[src/asg_pkg.sv]
// constants, encodings and register map of the ats stream gate
package asg_pkg;

  // register byte offsets
  localparam logic [7:0] OFF_CONTROL = 8'h00;
  localparam logic [7:0] OFF_CAPS = 8'h04;
  localparam logic [7:0] OFF_EVENTS = 8'h08;
  localparam logic [7:0] OFF_LAST = 8'h0c;
  localparam logic [7:0] OFF_CNT_TREQ = 8'h10;
  localparam logic [7:0] OFF_CNT_FORBID = 8'h14;
  localparam logic [7:0] OFF_CNT_BADENT = 8'h18;
  localparam logic [2:0] ENTRY_PAGE = 3'h2;

  // stream table geometry
  localparam int unsigned NUM_ENTRIES = 8;
  localparam int unsigned ID_W = 3;
  localparam int unsigned ENT_W = 10;
  localparam int unsigned CNT_W = 16;

  // control register fields
  localparam int unsigned CTL_CHECK_BIT = 0;
  localparam int unsigned CTL_REV30_BIT = 1;
  localparam logic [1:0] CONTROL_RST = 2'h0;

  // capability register fields
  localparam int unsigned CAP_ATS_BIT = 0;
  localparam int unsigned CAP_NO_STAGE1_ATS_CAPABILITY_BIT = 1;
  localparam int unsigned CAP_DPT_NS_BIT = 2;
  localparam int unsigned CAP_DPT_REALM_BIT = 3;
  localparam logic [3:0] CAPS_RST = 4'h1;

  // stream table entry fields
  localparam int unsigned ENT_FIELD_LSB = 0;
  localparam int unsigned ENT_CFG_LSB = 2;
  localparam int unsigned ENT_S2S_BIT = 5;
  localparam int unsigned ENT_STAGE1_STALL_DISABLE_BIT = 6;
  localparam int unsigned ENT_SEC_LSB = 7;
  localparam int unsigned ENT_EL1_BIT = 9;
  localparam logic [ENT_W-1:0] ENTRY_RST = 10'h000;

  // ats enable field encodings
  localparam logic [1:0] ATS_DISABLED = 2'h0;
  localparam logic [1:0] ATS_FULL = 2'h1;
  localparam logic [1:0] ATS_SPLIT = 2'h2;
  localparam logic [1:0] ATS_DPT = 2'h3;

  // stream configurations
  localparam logic [2:0] CFG_ABORT = 3'h0;
  localparam logic [2:0] CFG_NESTED = 3'h7;

  // security state of the table that holds an entry
  localparam logic [1:0] SEC_NS = 2'h0;
  localparam logic [1:0] SEC_SECURE = 2'h1;
  localparam logic [1:0] SEC_REALM = 2'h2;

  // event codes and sticky flag positions
  localparam logic [1:0] EVT_NONE = 2'h0;
  localparam logic [1:0] EVT_BAD_TREQ = 2'h1;
  localparam logic [1:0] EVT_FORBIDDEN = 2'h2;
  localparam logic [1:0] EVT_BAD_ENTRY = 2'h3;
  localparam int unsigned EVF_TREQ_BIT = 0;
  localparam int unsigned EVF_FORBID_BIT = 1;
  localparam int unsigned EVF_BADENT_BIT = 2;
  localparam logic [2:0] EVENTS_RST = 3'h0;

endpackage

[src/asg_entry_decode.sv]
// combinational decode of one stream entry against one request
`timescale 1ns/1ps
module asg_entry_decode
  import asg_pkg::*;
(
  // entry fields
  input wire logic [1:0] atsEnableField,
  input wire logic [2:0] streamConfig,
  input wire logic stage2StallSelect,
  input wire logic stage1StallDisable,
  input wire logic [1:0] securityState,
  input wire logic worldIsEl1,
  // capabilities and control
  input wire logic atsSupported,
  input wire logic noStage1AtsCapability,
  input wire logic dptSupportNs,
  input wire logic dptSupportRealm,
  input wire logic translatedCheckEnable,
  input wire logic rev30Mode,
  // request kind
  input wire logic isTranslationRequest,
  // outcome
  output logic accept,
  output logic abortTxn,
  output logic unsupportedResp,
  output logic returnIpa,
  output logic stage2Only,
  output logic granuleCheck,
  output logic badTreqEvent,
  output logic forbiddenEvent,
  output logic badEntryError,
  output logic [1:0] effField,
  output logic stage1StallDisableEff
);

  // entry classification
  wire isSecure = (securityState == SEC_SECURE);
  wire isNonSecure = (securityState != SEC_SECURE) & (securityState != SEC_REALM);
  wire dptCap = (securityState == SEC_REALM) ? dptSupportRealm : dptSupportNs;
  wire streamOff = (streamConfig == CFG_ABORT);
  wire cfgNoTranslate = (streamConfig[1:0] == 2'h0);
  wire chk = translatedCheckEnable;
  wire fieldIgnored = !atsSupported | cfgNoTranslate | isSecure;
  wire s2Stalling = (streamConfig[2:1] == 2'h3) & stage2StallSelect;

  // legality per encoding; older revision also checks stage2 bypass configs
  wire illegalFull = rev30Mode ? (streamConfig[2] & stage2StallSelect) : s2Stalling;
  wire illegalSplit = (streamConfig != CFG_NESTED) | stage2StallSelect | noStage1AtsCapability;
  wire illegalDpt = dptCap & (!worldIsEl1 | s2Stalling);
  wire illegalSel = (atsEnableField == ATS_FULL) ? illegalFull :
                    (atsEnableField == ATS_SPLIT) ? illegalSplit :
                    (atsEnableField == ATS_DPT) ? illegalDpt : 1'h0;
  wire illegal = !fieldIgnored & illegalSel;

  // effective field value
  wire splitOff = (atsEnableField == ATS_SPLIT) & !chk;
  wire dptOff = (atsEnableField == ATS_DPT) & (!dptCap | (isNonSecure & !chk));
  assign effField = (fieldIgnored | illegal | splitOff | dptOff) ? ATS_DISABLED : atsEnableField;
  wire effNone = (effField == ATS_DISABLED);

  // outcome; silent paths record no fault
  wire silentPath = !atsSupported | streamOff | illegal;
  wire treqUr = isTranslationRequest & (silentPath | effNone);
  wire tranAbort = !isTranslationRequest &
                   (!atsSupported | illegal | (chk & (streamOff | effNone)));
  assign unsupportedResp = treqUr;
  assign abortTxn = tranAbort;
  assign accept = isTranslationRequest ? !treqUr : !tranAbort;
  assign badTreqEvent = treqUr & !silentPath;
  assign forbiddenEvent = tranAbort & !silentPath;
  assign badEntryError = illegal;
  assign returnIpa = isTranslationRequest & accept & (effField == ATS_SPLIT);
  assign stage2Only = !isTranslationRequest & accept & chk & (effField == ATS_SPLIT);
  assign granuleCheck = !isTranslationRequest & accept & chk & (effField == ATS_DPT);
  assign stage1StallDisableEff = streamConfig[0] & stage1StallDisable;

endmodule

[src/asg_gate_top.sv]
// ats stream gate: apb registers, stream table and registered decode stage
`timescale 1ns/1ps
module asg_gate_top
  import asg_pkg::*;
(
  // clock and reset
  input wire logic clk,
  input wire logic arst_n,
  // apb slave
  input wire logic psel,
  input wire logic penable,
  input wire logic pwrite,
  input wire logic [7:0] paddr,
  input wire logic [31:0] pwdata,
  input wire logic [3:0] pstrb,
  output logic [31:0] prdata,
  output logic pready,
  output logic pslverr,
  // request from the root complex side
  input wire logic reqValid,
  input wire logic reqTranslationRequest,
  input wire logic [ID_W-1:0] reqStreamId,
  input wire logic [7:0] reqTag,
  // decision towards the translation pipeline and event recorder
  output logic rspValid,
  output logic [7:0] rspTag,
  output logic [ID_W-1:0] rspStreamId,
  output logic rspTranslationRequest,
  output logic rspAccept,
  output logic rspAbort,
  output logic rspUnsupported,
  output logic rspReturnIpa,
  output logic rspStage2Only,
  output logic rspGranuleCheck,
  output logic rspBadTreqFault,
  output logic rspForbiddenFault,
  output logic rspBadEntryError,
  output logic [1:0] rspEffField,
  output logic rspStage1StallDisable
);

  ////////////////////////////////////////////////////////////////////////////
  // helpers

  // byte-lane merge for apb writes
  function automatic logic [31:0] mergeLanes(input logic [31:0] oldVal, input logic [31:0] newVal,
                                             input logic [3:0] strb);
    logic [31:0] res;
    res = oldVal;
    for (int i = 0; i < 4; i++)
    begin
      if (strb[i])
      begin
        res[i*8 +: 8] = newVal[i*8 +: 8];
      end
    end
    return res;
  endfunction

  // saturating event counter step; a software clear still counts a same-cycle event
  function automatic logic [CNT_W-1:0] countStep(input logic [CNT_W-1:0] cnt, input logic hit,
                                                 input logic clr);
    logic [CNT_W-1:0] base;
    base = clr ? {CNT_W{1'h0}} : cnt;
    if (hit && (base != {CNT_W{1'h1}}))
    begin
      base = base + {{(CNT_W-1){1'h0}}, 1'h1};
    end
    return base;
  endfunction

  ////////////////////////////////////////////////////////////////////////////
  // apb access decode

  logic pready_q;
  logic pslverr_q;
  logic [31:0] prdata_q;
  logic [1:0] control_q;
  logic [3:0] caps_q;
  logic [2:0] events_q;
  logic [2:0] events_d;
  logic [ID_W+3:0] last_q;
  logic [CNT_W-1:0] cntTreq_q;
  logic [CNT_W-1:0] cntForbid_q;
  logic [CNT_W-1:0] cntBadEnt_q;
  logic [ENT_W-1:0] entry_q [NUM_ENTRIES];

  // one wait state so that read data comes from a flop
  wire accessCycle = psel & penable;
  wire firstAccess = accessCycle & !pready_q;
  wire writeFire = accessCycle & pready_q & pwrite;
  wire hitControl = (paddr == OFF_CONTROL);
  wire hitCaps = (paddr == OFF_CAPS);
  wire hitEvents = (paddr == OFF_EVENTS);
  wire hitLast = (paddr == OFF_LAST);
  wire hitCntTreq = (paddr == OFF_CNT_TREQ);
  wire hitCntForbid = (paddr == OFF_CNT_FORBID);
  wire hitCntBadEnt = (paddr == OFF_CNT_BADENT);
  wire hitEntry = (paddr[7:5] == ENTRY_PAGE) & (paddr[1:0] == 2'h0);
  wire [ID_W-1:0] entryIdx = paddr[4:2];
  wire addrMapped = hitControl | hitCaps | hitEvents | hitLast | hitCntTreq | hitCntForbid |
                    hitCntBadEnt | hitEntry;
  // the read-only last-event word refuses writes with an error
  wire writeRefused = pwrite & hitLast;
  wire wrControl = writeFire & hitControl;
  wire wrCaps = writeFire & hitCaps;
  wire wrEvents = writeFire & hitEvents;
  wire wrEntry = writeFire & hitEntry;
  wire clrCntTreq = writeFire & hitCntTreq;
  wire clrCntForbid = writeFire & hitCntForbid;
  wire clrCntBadEnt = writeFire & hitCntBadEnt;
  wire [31:0] wrMerged = mergeLanes(32'h0000_0000, pwdata, pstrb);

  // read multiplexer, unmapped words read zero
  wire [31:0] rdMux = hitControl ? {30'h0, control_q} :
                      hitCaps ? {28'h0, caps_q} :
                      hitEvents ? {29'h0, events_q} :
                      hitLast ? {{(32-ID_W-4){1'h0}}, last_q} :
                      hitCntTreq ? {{(32-CNT_W){1'h0}}, cntTreq_q} :
                      hitCntForbid ? {{(32-CNT_W){1'h0}}, cntForbid_q} :
                      hitCntBadEnt ? {{(32-CNT_W){1'h0}}, cntBadEnt_q} :
                      hitEntry ? {{(32-ENT_W){1'h0}}, entry_q[entryIdx]} : 32'h0000_0000;

  // apb answer flops
  always_ff @(posedge clk or negedge arst_n)
  begin
    if (!arst_n)
    begin
      pready_q <= 1'h0;
      pslverr_q <= 1'h0;
      prdata_q <= 32'h0000_0000;
    end
    else
    begin
      pready_q <= firstAccess;
      pslverr_q <= firstAccess & (!addrMapped | writeRefused);
      if (firstAccess)
      begin
        prdata_q <= pwrite ? 32'h0000_0000 : rdMux;
      end
    end
  end

  assign pready = pready_q;
  assign pslverr = pslverr_q;
  assign prdata = prdata_q;

  ////////////////////////////////////////////////////////////////////////////
  // software-owned control, capabilities and stream table

  // control and capability words, merged per byte lane
  wire [31:0] controlMerged = mergeLanes({30'h0, control_q}, pwdata, pstrb);
  wire [31:0] capsMerged = mergeLanes({28'h0, caps_q}, pwdata, pstrb);

  always_ff @(posedge clk or negedge arst_n)
  begin
    if (!arst_n)
    begin
      control_q <= CONTROL_RST;
      caps_q <= CAPS_RST;
    end
    else
    begin
      if (wrControl)
      begin
        control_q <= controlMerged[1:0];
      end
      if (wrCaps)
      begin
        caps_q <= capsMerged[3:0];
      end
    end
  end

  // stream table entries, one word each
  wire [31:0] entryMerged = mergeLanes({{(32-ENT_W){1'h0}}, entry_q[entryIdx]}, pwdata, pstrb);

  always_ff @(posedge clk or negedge arst_n)
  begin
    if (!arst_n)
    begin
      for (int i = 0; i < NUM_ENTRIES; i++)
      begin
        entry_q[i] <= ENTRY_RST;
      end
    end
    else if (wrEntry)
    begin
      entry_q[entryIdx] <= entryMerged[ENT_W-1:0];
    end
  end

  ////////////////////////////////////////////////////////////////////////////
  // entry lookup and decode

  wire [ENT_W-1:0] curEntry = entry_q[reqStreamId];
  logic decAccept;
  logic decAbort;
  logic decUnsupported;
  logic decReturnIpa;
  logic decStage2Only;
  logic decGranuleCheck;
  logic decBadTreq;
  logic decForbidden;
  logic decBadEntry;
  logic [1:0] decEffField;
  logic decStage1StallDis;

  // the check bit is read live; a change lands on the very next request
  asg_entry_decode u_decode (
    .atsEnableField(curEntry[ENT_FIELD_LSB +: 2]),
    .streamConfig(curEntry[ENT_CFG_LSB +: 3]),
    .stage2StallSelect(curEntry[ENT_S2S_BIT]),
    .stage1StallDisable(curEntry[ENT_STAGE1_STALL_DISABLE_BIT]),
    .securityState(curEntry[ENT_SEC_LSB +: 2]),
    .worldIsEl1(curEntry[ENT_EL1_BIT]),
    .atsSupported(caps_q[CAP_ATS_BIT]),
    .noStage1AtsCapability(caps_q[CAP_NO_STAGE1_ATS_CAPABILITY_BIT]),
    .dptSupportNs(caps_q[CAP_DPT_NS_BIT]),
    .dptSupportRealm(caps_q[CAP_DPT_REALM_BIT]),
    .translatedCheckEnable(control_q[CTL_CHECK_BIT]),
    .rev30Mode(control_q[CTL_REV30_BIT]),
    .isTranslationRequest(reqTranslationRequest),
    .accept(decAccept),
    .abortTxn(decAbort),
    .unsupportedResp(decUnsupported),
    .returnIpa(decReturnIpa),
    .stage2Only(decStage2Only),
    .granuleCheck(decGranuleCheck),
    .badTreqEvent(decBadTreq),
    .forbiddenEvent(decForbidden),
    .badEntryError(decBadEntry),
    .effField(decEffField),
    .stage1StallDisableEff(decStage1StallDis)
  );

  ////////////////////////////////////////////////////////////////////////////
  // registered decision stage

  // every outcome leaves one cycle after its request; no back-pressure on requests
  always_ff @(posedge clk or negedge arst_n)
  begin
    if (!arst_n)
    begin
      rspValid <= 1'h0;
      rspTag <= 8'h00;
      rspStreamId <= {ID_W{1'h0}};
      rspTranslationRequest <= 1'h0;
      rspAccept <= 1'h0;
      rspAbort <= 1'h0;
      rspUnsupported <= 1'h0;
      rspReturnIpa <= 1'h0;
      rspStage2Only <= 1'h0;
      rspGranuleCheck <= 1'h0;
      rspBadTreqFault <= 1'h0;
      rspForbiddenFault <= 1'h0;
      rspBadEntryError <= 1'h0;
      rspEffField <= ATS_DISABLED;
      rspStage1StallDisable <= 1'h0;
    end
    else
    begin
      rspValid <= reqValid;
      rspTag <= reqTag;
      rspStreamId <= reqStreamId;
      rspTranslationRequest <= reqTranslationRequest;
      rspAccept <= reqValid & decAccept;
      rspAbort <= reqValid & decAbort;
      rspUnsupported <= reqValid & decUnsupported;
      rspReturnIpa <= reqValid & decReturnIpa;
      rspStage2Only <= reqValid & decStage2Only;
      rspGranuleCheck <= reqValid & decGranuleCheck;
      rspBadTreqFault <= reqValid & decBadTreq;
      rspForbiddenFault <= reqValid & decForbidden;
      rspBadEntryError <= reqValid & decBadEntry;
      rspEffField <= decEffField;
      rspStage1StallDisable <= decStage1StallDis;
    end
  end

  ////////////////////////////////////////////////////////////////////////////
  // event bookkeeping

  // a new event outranks a write-one-to-clear in the same cycle
  wire evTreq = reqValid & decBadTreq;
  wire evForbid = reqValid & decForbidden;
  wire evBadEnt = reqValid & decBadEntry;
  wire [2:0] evNew = {evBadEnt, evForbid, evTreq};
  wire [2:0] evClear = wrEvents ? wrMerged[2:0] : 3'h0;
  assign events_d = (events_q & ~evClear) | evNew;
  wire [1:0] evCode = evBadEnt ? EVT_BAD_ENTRY : evForbid ? EVT_FORBIDDEN :
                      evTreq ? EVT_BAD_TREQ : EVT_NONE;

  // sticky flags and the record of the latest event
  always_ff @(posedge clk or negedge arst_n)
  begin
    if (!arst_n)
    begin
      events_q <= EVENTS_RST;
      last_q <= {(ID_W+4){1'h0}};
    end
    else
    begin
      events_q <= events_d;
      if (evCode != EVT_NONE)
      begin
        last_q <= {decEffField, reqStreamId, evCode};
      end
    end
  end

  // saturating counters; any write clears one
  always_ff @(posedge clk or negedge arst_n)
  begin
    if (!arst_n)
    begin
      cntTreq_q <= {CNT_W{1'h0}};
      cntForbid_q <= {CNT_W{1'h0}};
      cntBadEnt_q <= {CNT_W{1'h0}};
    end
    else
    begin
      cntTreq_q <= countStep(cntTreq_q, evTreq, clrCntTreq);
      cntForbid_q <= countStep(cntForbid_q, evForbid, clrCntForbid);
      cntBadEnt_q <= countStep(cntBadEnt_q, evBadEnt, clrCntBadEnt);
    end
  end

endmodule

[config.mk]
export PLATFORM = sky130hd
export DESIGN_NAME = asg_gate_top
export DESIGN_NICKNAME = d
export VERILOG_FILES = /design/src/asg_pkg.sv /design/src/asg_entry_decode.sv /design/src/asg_gate_top.sv
export SDC_FILE = /design/constraint.sdc
export NUM_CORES = 1
export LEC_CHECK = 0
export BUFFER_PORTS_ARGS = -buffer_cell sky130_fd_sc_hd__buf_4
export CORE_MARGIN = 3
export CORE_UTILIZATION = 65
export CTS_BUF_LIST = sky130_fd_sc_hd__clkbuf_8
export DETAILED_ROUTE_END_ITERATION = 6
export PLACE_DENSITY = 0.88
export SKIP_LAST_GASP = 1
export SLEW_MARGIN = 15
export SYNTH_ARGS = -nofsm -noshare
export SYNTH_HDL_FRONTEND = slang
export SYNTH_HIERARCHICAL = 1
export SYNTH_SLANG_ARGS = --single-unit
[constraint.sdc]
create_clock -name clk -period 8.8 [get_ports clk]
set_clock_uncertainty 0.1 [all_clocks]
set_input_delay 1.32 -clock clk [delete_from_list [all_inputs] [get_ports clk]]
set_output_delay 1.32 -clock clk [all_outputs]
set_load 0.02 [all_outputs]
## Yosys cells after proc, flatten, opt, wreduce, memory -nomap -nowiden

Cells that the tools add are included.

| word-level totals | value |
|---|---|
| bits of input ports | 62 |
| memories | 0 |
| output and inout port bits | 59 |
| bits in registers | 203 |
| latch bits | 0 |
| bits in writable memories | 0 |
| bits in read-only memories | 0 |

| operators by class | value |
|---|---|
| $mul | 0 |
| reductions and logical operators | 23 |
| divide/modulo/power cells | 0 |
| eq/ne operators | 21 |
| bitwise operators | 71 |
| multiplexer cells | 38 |
| shifts and indexed selects | 0 |
| $add $sub $neg | 3 |
| magnitude comparators | 3 |

Operator list:

| kind | count |
|---|---|
| 2-to-1 mux 16 bit | 14 |
| bitwise mux 80 bit | 1 |
| binary-select mux 10 bit (select 3 bit) | 2 |
| 2-to-1 mux 10 bit | 6 |
| adder 16 x 1 -> 16 bit (second input constant) | 3 |
| inequality test 16 bit (second input constant) | 3 |
| AND 1 bit | 43 |
| demux 10 bit (select 3 bit) | 1 |
| equality test 8 x 5 -> 1 bit (second input constant) | 3 |
| bitwise OR 1 bit | 23 |
| equality test 8 x 4 -> 1 bit (second input constant) | 2 |
| equality test 2 bit (second input constant) | 6 |
| zero test 1 bit | 11 |
| equality test 8 x 3 -> 1 bit (second input constant) | 1 |
| >= comparator 4 bit (second input constant) | 2 |
| zero test 8 bit | 1 |
| 2-to-1 mux 2 bit | 4 |
| 2-to-1 mux 8 bit | 1 |
| NOT 3 -> 4 bit | 2 |
| 2-to-1 mux 1 bit | 7 |
| zero test 2 bit | 3 |
| 2-to-1 mux 3 bit | 2 |
| equality test 2 x 1 -> 1 bit (second input constant) | 2 |
| logical AND 1 bit | 4 |
| 11 further kinds | 12 |

## Longest topological paths before layout

Gate-level depths: netlist of the first run.

| logic depth | value |
|---|---|
| depth in word-level cells | 27 |
| depth in mapped cells | 16 |
| depth with buffers taken out | 15 |

## By module

The synthesis of the first run kept the hierarchy.

Modules (own cells, without submodules):

| module | area an instance (um^2) | cells each | instances |
|---|---|---|---|
| asg_gate_top | 9,853.2 | 859 | 1 |
| asg_entry_decode | 350.3 | 46 | 1 |

## Worst setup path before layout of the first run

Ideal clock, no wire load.

| timing path | value |
|---|---|
| path type | input port to flip-flop |
| start | input port reqStreamId[0] |
| end | register cntTreq_q[13] |
| required time | 8.568 ns |
| arrival | 5.248 ns |
| library setup time | 0.132 ns |
| buffers on the path | 1 |
| stages on the path | 15 |
| setup slack | 3.320 ns |
| cells stage by stage | buf_1 mux4_2 mux2_2 inv_1 ha_1 mux2i_2 a211oi_1 a311oi_4 nor3_2 nor4b_2 nand3_1 or3_1 nor4_1 xnor2_1 nor2_1 |

RTL lines:

| item | line | RTL |
|---|---|---|
| start, declared | asg_gate_top.sv:22 | `input wire logic [ID_W-1:0] reqStreamId,` |
| NOT 3 -> 4 bit (implied by the code) * | asg_gate_top.sv:196 | `wire [ENT_W-1:0] curEntry = entry_q[reqStreamId];` |
| binary-select mux 10 bit (select 3 bit) * | asg_gate_top.sv:196 |  |
| 2-to-1 mux 10 bit (implied by the code) * (2 in series) | asg_gate_top.sv:196 |  |
| net curEntry[7] | asg_gate_top.sv:196 |  |
| equality test 2 bit | asg_entry_decode.sv:39 | `wire dptCap = (securityState == SEC_REALM) ? dptSupportRealm : dptSupportNs;` |
| 2-to-1 mux 1 bit | asg_entry_decode.sv:39 |  |
| AND 1 bit | asg_entry_decode.sv:49 | `wire illegalDpt = dptCap & (!worldIsEl1 \| s2Stalling);` |
| 2-to-1 mux 1 bit | asg_entry_decode.sv:52 | `(atsEnableField == ATS_DPT) ? illegalDpt : 1'h0;` |
| [... 7 more ...] | -- |  |
| zero test 2 bit | asg_entry_decode.sv:59 | `wire effNone = (effField == ATS_DISABLED);` |
| bitwise OR 1 bit | asg_entry_decode.sv:63 | `wire treqUr = isTranslationRequest & (silentPath \| effNone);` |
| AND 1 bit | asg_entry_decode.sv:63 |  |
| AND 1 bit * | asg_entry_decode.sv:69 | `assign badTreqEvent = treqUr & !silentPath;` |
| net decBadTreq | asg_gate_top.sv:203 | `logic decBadTreq;` |
| AND 1 bit * | asg_gate_top.sv:285 | `wire evTreq = reqValid & decBadTreq;` |
| logical AND 1 bit * | asg_gate_top.sv:65 | `if (hit && (base != {CNT_W{1'h1}}))` |
| 2-to-1 mux 16 bit * | asg_gate_top.sv:65 |  |
| end signal, assigned | asg_gate_top.sv:317 | `cntTreq_q <= {CNT_W{1'h0}};` |
| end signal, assigned | asg_gate_top.sv:323 | `cntTreq_q <= countStep(cntTreq_q, evTreq, clrCntTreq);` |
| end, declared | asg_gate_top.sv:83 | `logic [CNT_W-1:0] cntTreq_q;` |

The timed path passes the listed nets; every way through them passes the cells marked *. The select of a mux whose other input is x is not followed.
A chain may end at the register's enable or synchronous reset.

## Worst setup path in the final report of the first run

| timing path | value |
|---|---|
| start | input port reqStreamId[0] |
| end | register cntTreq_q[9] |

Same word-level chain as after synthesis.

==> metrics.cfg, run 1 <==
[status]
status = finished clean

[synthesis]
yosysSeqAreaShare_pct = 45.87
synth_edf_count = 0
synth-main-ff-cell = dfrtp_1
ys_async_sr_fraction_pct = 100.0
synthCells = 905
yosys_warnings = 6
syn_area_um2 = 10200
yosys-top-cells-area = dfrtp_1 (46%), mux2_2 (14%), mux4_2 (4.4%), mux2i_1 (2.6%), nand2_1 (2.5%)
yosys.area.top_type = dfrtp_1
ys_ff_latch = 187
synth.top_cell.area_share_pct = 45.62
yosys.cell_types.count = 75
syn_area_per_cell_um2 = 11.27

[timing]
tightestPinTransition_ns = 1.085
period_share_pct = 63.76
drv_slew = 0
fmax_mhz = 178.2
hold_viol = 0
relSlewSlack_pct = 27.52
worst_hold_slack_ns = 0.3855
rsz0062_at_grt = no
fin_tns_setup_ns = 0
setup_viol = 0
post-route-min-period_ns = 5.611

[clocking]
cts.sinks = 187
h-tree-depth = 4
post_cts_buffers = 0
cts_tree = yes
path_clk_slew_ns = 0.10
clock_latency_ns = 0.48
clock_path_buffers = 2
root_buffer = clkbuf_8
cts_inserted_buffers = 17
cts_resized = 0
postCtsHoldBufs = 0

[place]
place_congestion = 0.9021
dp_hpwl_mm = 17.01
numPortBuffers = 80

[floorplan]
fp.coreArea_um2 = 15260
die_w_um = 131.3
io_pins = 121
die_area_um2 = 17240
rows = 45
fp.dieH_um = 131.3
initial_core_util_pct = 66.87

[finish]
final_cell_mix = dfrtp_1 (186), mux2_2 (130), buf_4 (82)
layout_commonest_cell = dfrtp_1
nNetsFinal = 1030
antenna_cells = 0
syn_to_final_growth_pct = 10.58
drive_above_1_share_pct = 30.12

[detailed_routing]
avgRoutedWirePerCell_um = 21.38
ant_nets = 0
routed_wl_mm = 25.37
vias_per_cell = 6.644
drt_iter0_drc = 912
vias = 7887
dr.pass1.iters = 5
drc = 0

[setup_path]
path_cells = buf_4 -> mux4_2 -> mux2_2 -> inv_1 -> ha_1 -> mux2i_2 -> a211oi_1 -> a311oi_4 -> nor3_2 -> nor4b_2 -> nand3_1 -> or3_1 -> nor4_1 -> xnor2_1 -> nor2_1
cp-start-kind = input port
cp_top_family = simple AND/OR/NAND/NOR gates
end_kind = flop
arrival_ns = 5.85
path_max_fanout = 22
critical_path_buf_inv_count = 2
crit_path_max_incr_delay_ns = 0.58
cp_slowest_cell = nor4b_2
worstSetupPathType = input port to flop
critPathRequiredTime_ns = 9.03

[global_routing]
grt_pass1_vias = 7565
grt_max_degree = 110
antenna_found_initial = 0
grt_use_met1_pct = 41.98
use_met2_pct = 45.88
grt_usage_pct = 29.67
grt_pass1_wl_mm = 40.46
use_met3_pct = 6.547
grt.busiest_layer = met2
grt_overflow = 0

[job]
max_cap_viol_count = 0

[power_and_ir_drop]
leakage_nw = 5.150
power_density_nw_per_um2 = 144.6
vdd_drop_max_mv = 0.08555

[min_path]
hold_class = flop to flop

[area by class of cell]
class / instances / area, µm²
flip-flops and latches: 187 / 4681
clock inverters: 14 / 191.4
repair buffers: 83 / 629.4
clock buffers: 18 / 247.7
multi-input cells: 657 / 5206
well taps: 211 / 264.0
fillers: 1029 / 3975
inverters: 17 / 63.81
[through the flow]
| step | utilization [%] | std cells | instance area (µm²) | total power, mW | worst slack [ns] |
|---|---|---|---|---|---|
| final | 73.95 | 1187 | 11280 | 1.632 | 3.189 |
| after global routing | 73.95 | 1187 | 11280 | 1.681 | 2.934 |
| after CTS | 73.95 | 1187 | 11280 | 1.635 | 3.240 |
| after detailed placement | 71.07 | 1155 | 10840 | 1.012 | 2.735 |
| after global placement | 71.07 | 1155 | 10840 | 1.010 | 2.794 |
| after floorplan | - | 920 | 10260 | 0.9585 | 3.320 |
[per-layer routing]
metal / wire length (µm) / share of wire [%]
met1: 10410 / 41
met2: 11850 / 47
met3: 2589 / 10
met4: 523 / 2.1
met5: 0 / 0
[flip-flops by register name, summed over array words and instances (netlist names), 2 cells and up]
signal	count
prdata	16
cntBadEnt_q	16
cntTreq_q	16
last_q	7
caps_q	4
rspStreamId	3
events_q	3
cntForbid_q	16
rspTag	8
entry_q	80
control_q	2
rspEffField	2
[kinds of logic after synthesis]
group / share of synthesized area (%)
AO/OA/AOI/OAI: 9.283
XOR/XNOR: 2.747
adder cells (fa/ha/maj): 0.6131
buffers and inverters: 3.654
flip-flops: 45.87
multiplexers: 21.54
other: 0.03675
AND/OR/NAND/NOR: 16.25
[power breakdown]
part	leakage, nW	total [mW]	internal [mW]	switching (mW)
clock network	0.229	0.635	0.320	0.316
registers	2.56	0.867	0.864	0.00257
logic	2.36	0.130	0.0393	0.0902
[Yosys cell counts, drive strengths merged, types with 4 or more instances]
| master | instances |
|---|---|
| o21ai | 26 |
| mux2 | 130 |
| nor2 | 62 |
| a211oi | 10 |
| a22oi | 20 |
| nand3b | 4 |
| nor4 | 22 |
| and3 | 12 |
| or3 | 9 |
| nor4b | 4 |
| o221ai | 9 |
| and4 | 5 |
| nand2b | 9 |
| o31ai | 4 |
| a21o | 4 |
| mux2i | 28 |
| xnor2 | 25 |
| mux4 | 20 |
| a21oi | 15 |
| ha | 5 |
| a31oi | 4 |
| inv | 16 |
| dfrtp | 186 |
| nor3 | 28 |
| and2 | 9 |
| o211ai | 4 |
| a311oi | 6 |
| xor2 | 7 |
| nand4 | 17 |
| nor2b | 7 |
| nand2 | 68 |
| buf | 34 |
| a2bb2oi | 4 |
| nand3 | 29 |
| clkbuf | 25 |
[path summary, 6_finish.rpt]
kind | startpoint | end | slack, ns | cells after the start
min in group asynchronous | arst_n | cntForbid_q[10] | 0.86 | 1
worst max-delay path | reqStreamId[0] | cntTreq_q[9] | 3.19 | 15
max in group asynchronous | arst_n | entry_q[71] | 6.17 | 2
worst max register to register | entry_q[47] | cntTreq_q[9] | 4.11 | 14
worst min register to register | events_q[0] | events_q[0] | 0.39 | 1
worst min-delay path | events_q[0] | events_q[0] | 0.39 | 1
Note: power is estimated with default switching activity, not from simulation.
==> inputs of run 2 (changes only) <==
--- a/config.mk
+++ b/config.mk
@@ -5,12 +5,13 @@
 export SDC_FILE = /design/constraint.sdc
 export NUM_CORES = 1
 export LEC_CHECK = 0
+export ABC_AREA = 1
 export BUFFER_PORTS_ARGS = -buffer_cell sky130_fd_sc_hd__buf_4
 export CORE_MARGIN = 3
-export CORE_UTILIZATION = 65
+export CORE_UTILIZATION = 55
 export CTS_BUF_LIST = sky130_fd_sc_hd__clkbuf_8
 export DETAILED_ROUTE_END_ITERATION = 6
-export PLACE_DENSITY = 0.88
+export PLACE_DENSITY = 0.78
 export SKIP_LAST_GASP = 1
 export SLEW_MARGIN = 15
 export SYNTH_ARGS = -nofsm -noshare
==> constraint.sdc (replaced) <==
create_clock -name clk -period 5.1 [get_ports clk]
set_clock_uncertainty 0.1 [all_clocks]
set_input_delay 0.765 -clock clk [delete_from_list [all_inputs] [get_ports clk]]
set_output_delay 0.765 -clock clk [all_outputs]
set_load 0.02 [all_outputs]
==> metrics.cfg, run 2 <==
[detailed_routing]
dr.pass1.iters = 7
ant_nets = 0
routed_wl_mm = 31.92
avgRoutedWirePerCell_um = 16.62
drt_iter0_drc = 1329
drc = 5
vias_per_cell = 5.654
vias = 10860

[global_routing]
grt_overflow = 0
grt.busiest_layer = met2
grt_pass1_vias = 9988
antenna_found_initial = 0
use_met3_pct = 5.820
use_met2_pct = 44.33
grt_usage_pct = 28.92
grt_max_degree = 126
grt_pass1_wl_mm = 50.80
grt_use_met1_pct = 41.75

[setup_path]
critPathRequiredTime_ns = 5.35
arrival_ns = 4.11
cp-start-kind = input port
worstSetupPathType = input port to flop
end_kind = flop
path_max_fanout = 15

[floorplan]
io_pins = 121
die_area_um2 = 22020
die_w_um = 148.4
initial_core_util_pct = 56.56
rows = 51
fp.dieH_um = 148.4
fp.coreArea_um2 = 19720

[clocking]
root_buffer = clkbuf_8
cts.sinks = 187
clock_path_buffers = 2
h-tree-depth = 4
cts_resized = 0
postCtsHoldBufs = 0
cts_tree = yes
path_clk_slew_ns = 0.10
post_cts_buffers = 0
clock_latency_ns = 0.49
cts_inserted_buffers = 17

[power_and_ir_drop]
clock_power_share_pct = 35.1
swShare_pct = 28.29
p_seq_share_pct = 54.7
p_sw_uw = 779.4
leakage_nw = 6.672
vdd_drop_max_mv = 0.1601
power_density_nw_per_um2 = 225.1
p_int_mw = 1.976
combPwrFrac_pct = 10.3

[job]
max_cap_viol_count = 0

[synthesis]
synth.top_cell.area_share_pct = 41.73
yosysMostFrequentCell = nand2_1
yosysSeqAreaShare_pct = 41.97
ys_ff_latch = 187
yosys_warnings = 6
synth_edf_count = 0
yosys-top-cells-area = dfrtp_1 (42%), nand2_1 (18%), nand3_1 (6.3%), inv_1 (5.7%), o21ai_0 (5.2%)
syn_area_um2 = 11150
synthCells = 1588
synthTopCellsByCount = nand2_1 (547), dfrtp_1 (186), inv_1 (170), nand3_1 (140), nor2_1 (124)
syn_area_per_cell_um2 = 7.023
synth-main-ff-cell = dfrtp_1
ys_async_sr_fraction_pct = 100.0
yosys.cell_types.count = 46
yosys.area.top_type = dfrtp_1

[timing]
fmax_mhz = 258.9
hold_viol = 0
tightestPinTransition_ns = 1.100
post-route-min-period_ns = 3.863
rsz0062_at_grt = no
setup_viol = 0
drv_slew = 0
fin_tns_setup_ns = 0
period_share_pct = 75.74
worst_slack_ns = 1.237
relSlewSlack_pct = 26.43

[finish]
top_register = entry_q
drive_above_1_share_pct = 11.96
antenna_cells = 0
largest_reg_flops = 80
final_cell_mix = nand2_1 (547), dfrtp_1 (186), inv_1 (171)
fin_area_um2 = 12240
layout_commonest_cell = nand2_1
nNetsFinal = 1710
syn_to_final_growth_pct = 9.749

[place]
place_congestion = 0.9268
place_area_um2 = 11870
dp_hpwl_mm = 22.15
post-place-ws_ns = 0.8562
numPortBuffers = 80

[min_path]
hold_class = input port to flop

[status]
violations = DRC
status = finished with violations

[run 2: changes by cell type after synthesis, sizes merged, moves of 32 or more]
cell and delta:
a21oi +32, nand3 +120, nand2 +491, mux2 -128, inv +162, o21ai +98
nor2 +82
[run 2: metrics by stage]
step | total power, mW | hold WS (ns) | utilization (%) | cells
CTS | 2.762 | 0.2685 | 62.08 | 1921
floorplan | 1.700 | 0.3530 | - | 1603
finish | 2.755 | 0.2807 | 62.08 | 1921
detailed placement | 1.811 | 0.3712 | 60.20 | 1889
global route | 2.858 | 0.2648 | 62.08 | 1921
global placement | 1.807 | 0.3684 | 60.20 | 1889
[run 2: cell type report]
cell class / instances / area [µm²]
clock buffers: 18 / 247.7
flip-flops and latches: 187 / 4681
inverters: 180 / 678.2
multi-input cells: 1161 / 5440
fillers: 1815 / 7477
clock inverters: 14 / 122.6
well taps: 265 / 331.6
repair buffers: 96 / 739.5
[run 2: cell families after synthesis]
logic type	count (synthesis)	share of synthesized area, %
multiplexers	2	0.2019
flip-flops	187	41.97
AO/OA/AOI/OAI	206	10.10
buffers and inverters	255	9.760
other	1	0.03362
XOR/XNOR	21	1.649
adder cells (fa/ha/maj)	5	0.5609
AND/OR/NAND/NOR	911	35.73
[run 2: power groups by stage]
stage	registers [mW]	clock network (mW)	logic, mW
after floorplan	1.55	0	0.155
after global placement	1.53	0	0.272
after detailed placement	1.54	0	0.276
after CTS	1.51	0.979	0.277
final	1.51	0.966	0.283
after global routing	1.51	1.04	0.308
[run 2: per-layer routing]
layer / vias to the layer above / share of wire (%)
met4: 0 / 2.7
met5: - / 0
met2: 611 / 44
met1: 5019 / 42
li1: 5142 / -
met3: 90 / 11
[run 2: final timing paths]
kind | slack, ns | end | start | cells past startpoint
hold reg to reg | 0.39 | prdata[8] | prdata[8] | 2
setup / recovery | 1.24 | last_q[5] | reqStreamId[1] | 20
setup reg to reg | 1.75 | last_q[5] | entry_q[28] | 18
min in group asynchronous | 0.34 | entry_q[70] | arst_n | 1
max in group asynchronous | 3.65 | prdata[6] | arst_n | 2
hold / removal | 0.28 | rspTag[3] | reqTag[3] | 1
[run 2: worst max-delay path, cell delays in order]
cell and delay [ns]:
buf_4 0.11, inv_1 0.42, o21ai_0 0.19, o21ai_0 0.24, nor2_1 0.06, a31oi_1 0.34
ha_1 0.25, inv_1 0.05, nand2_1 0.05, nand2_1 0.07, nand3_1 0.10, nand3_2 0.09
nand3_1 0.12, o311ai_0 0.22, nor2_1 0.15, nand2_1 0.14, inv_1 0.23, a21oi_1 0.12
nand2_1 0.24, o21ai_0 0.14
==> inputs of run 3 (changes only) <==
--- a/config.mk
+++ b/config.mk
@@ -5,13 +5,13 @@
 export SDC_FILE = /design/constraint.sdc
 export NUM_CORES = 1
 export LEC_CHECK = 0
-export ABC_AREA = 1
+export ABC_AREA = 0
 export BUFFER_PORTS_ARGS = -buffer_cell sky130_fd_sc_hd__buf_4
 export CORE_MARGIN = 3
-export CORE_UTILIZATION = 55
+export CORE_UTILIZATION = 61
 export CTS_BUF_LIST = sky130_fd_sc_hd__clkbuf_8
 export DETAILED_ROUTE_END_ITERATION = 6
-export PLACE_DENSITY = 0.78
+export PLACE_DENSITY = 0.83
 export SKIP_LAST_GASP = 1
 export SLEW_MARGIN = 15
 export SYNTH_ARGS = -nofsm -noshare
==> constraint.sdc (replaced) <==
create_clock -name clk -period 3.8 [get_ports clk]
set_clock_uncertainty 0.1 [all_clocks]
set_input_delay 0.57 -clock clk [delete_from_list [all_inputs] [get_ports clk]]
set_output_delay 0.57 -clock clk [all_outputs]
set_load 0.02 [all_outputs]
==> metrics.cfg, run 3 (synthesized netlist as in run 1, its figures left out) <==
[detailed_routing]
vias_per_cell = 6.467
routed_wl_mm = 26.33
avgRoutedWirePerCell_um = 21.03
dr.pass1.iters = 5
vias = 8097
drc = 0
ant_nets = 0
drt_iter0_drc = 855

[finish]
layout_commonest_cell = dfrtp_1
final_cell_mix = dfrtp_1 (186), buf_4 (141), mux2_2 (128)
fin_cells = 1252
nNetsFinal = 1090
fin_area_um2 = 12010
final_util_pct = 74.55
syn_to_final_growth_pct = 17.74
fill_cells = 1101
antenna_cells = 0
top_register = entry_q
largest_reg_flops = 80
drive_above_1_share_pct = 37.07

[timing]
drv_slew = 0
hold_viol = 0
post-route-min-period_ns = 3.732
fmax_mhz = 268.0
relSlewSlack_pct = 40.69
tightestPinTransition_ns = 0.8828
fin_tns_setup_ns = 0
period_share_pct = 98.20
setup_viol = 0
rsz0062_at_grt = yes
worst_hold_slack_ns = 0.03711

[place]
place_area_um2 = 11390
numPortBuffers = 80
place_inst = 1218
place_congestion = 0.9253
dp_hpwl_mm = 18.53

[power_and_ir_drop]
clock_power_share_pct = 38.8
p_int_mw = 2.808
p_seq_share_pct = 52.9
swShare_pct = 26.07
leakage_nw = 5.467
vdd_drop_max_mv = 0.4664
power_density_nw_per_um2 = 316.1
combPwrFrac_pct = 8.4
p_sw_uw = 990.1

[setup_path]
cp-start-kind = flop
worstSetupPathType = flop to flop
critPathRequiredTime_ns = 4.13
path_cells = mux4_2 -> mux2_4 -> inv_2 -> ha_4 -> mux2i_4 -> a211oi_2 -> a311oi_4 -> nor3_2 -> nor4b_4 -> buf_4 -> nand3_2 -> or3_4 -> nor3_4 -> and3_1 -> xnor2_1
arrival_ns = 4.06
path_max_fanout = 5
cp_slowest_cell = mux4_2
crit_path_max_incr_delay_ns = 0.47
end_kind = flop

[global_routing]
grt_pass1_wl_mm = 42.56
use_met2_pct = 43.81
grt.busiest_layer = met2
grt_use_met1_pct = 42.29
grt_pass1_vias = 7974
antenna_found_initial = 0
use_met3_pct = 8.061
grt_max_degree = 91
grt_overflow = 0
grt_usage_pct = 29.88

[floorplan]
die_area_um2 = 18320
io_pins = 121
die_w_um = 135.3
fp.coreArea_um2 = 16120
rows = 46
initial_core_util_pct = 63.32
fp.dieH_um = 135.3

[clocking]
clock_path_buffers = 2
postCtsHoldBufs = 0
clock_latency_ns = 0.49
cts.sinks = 187
cts_tree = yes
cts_inserted_buffers = 17
root_buffer = clkbuf_8
path_clk_slew_ns = 0.11
h-tree-depth = 4

[min_path]
hold_class = input port to async pin

[job]
max_cap_viol_count = 0

[status]
status = finished clean

## run 3: cell types whose count changed in the layout (fill, tap and decap cells not counted), sizes merged, moves of 82 or more
cell / change
o21ai: -98
nor2: -82
inv: -159
mux2: +128
nand2: -491
nand3: -120
## run 3: final timing paths
kind	to	slack [ns]	cells after the start	from
setup / recovery	cntTreq_q[11]	0.07	15	entry_q[57]
hold / removal	rspStage1StallDisable	0.04	1	arst_n
setup reg to reg	cntTreq_q[11]	0.07	15	entry_q[57]
hold reg to reg	events_q[2]	0.40	1	events_q[2]
max in group asynchronous	cntBadEnt_q[14]	2.70	2	arst_n
min in group clk	rspTag[2]	0.09	1	reqTag[2]
## run 3: metal layers
layer	part of all wire, %	up-vias	routed length (µm)
li1	-	3562	-
met2	45	400	11950
met5	0	-	0
met3	9.4	82	2487
met4	3.8	0	992
met1	41	4053	10900
## run 3: cell type report
cell class / instances / area, µm² / share of cell area, %
Multi-Input combinational cell: 657 / 5475 / 45.57
Inverter: 17 / 63.81 / 0.5311
Sequential cell: 187 / 4681 / 38.96
Tap cell: 216 / 270.3 / 2.250
Timing Repair Buffer: 143 / 1084 / 9.019
Clock buffer: 19 / 261.5 / 2.177
Clock inverter: 13 / 178.9 / 1.489
## run 3: power by group through the flow
stage          combinational (mW)  sequential [mW]  clock, mW
6_report                    0.319             2.01       1.47
5_1_grt                     0.343             2.01       1.57
4_1_cts                     0.316             2.01       1.49
3_5_place_dp                0.315             2.05          0
3_3_place_gp                0.309             2.05          0
2_1_floorplan               0.165             2.06          0
## run 3: worst max-delay path: cells and delay by family (launching register included)
family                   cells  cell delay, ns
AO/OA/AOI/OAI                2            0.38
XOR/XNOR                     1            0.11
adder cells (fa/ha/maj)      1            0.15
buffers and inverters        2            0.24
flip-flops                   1            0.41
multiplexers                 3            1.03
AND/OR/NAND/NOR              6            1.24
## run 3: metrics by stage
step	power, mW	worst slack [ns]
finish	3.798	0.06822
global route	3.924	-0.09926
CTS	3.816	0.009527
detailed placement	2.361	-0.3712
global placement	2.355	-0.3334
floorplan	2.224	-0.3251
## run 3: what timing repair did
item,4_1_cts,5_1_grt
resized for setup,0,28
setup endpoints to repair,0,26
endpoints found under the hold margin,0,0
setup buffers,0,2
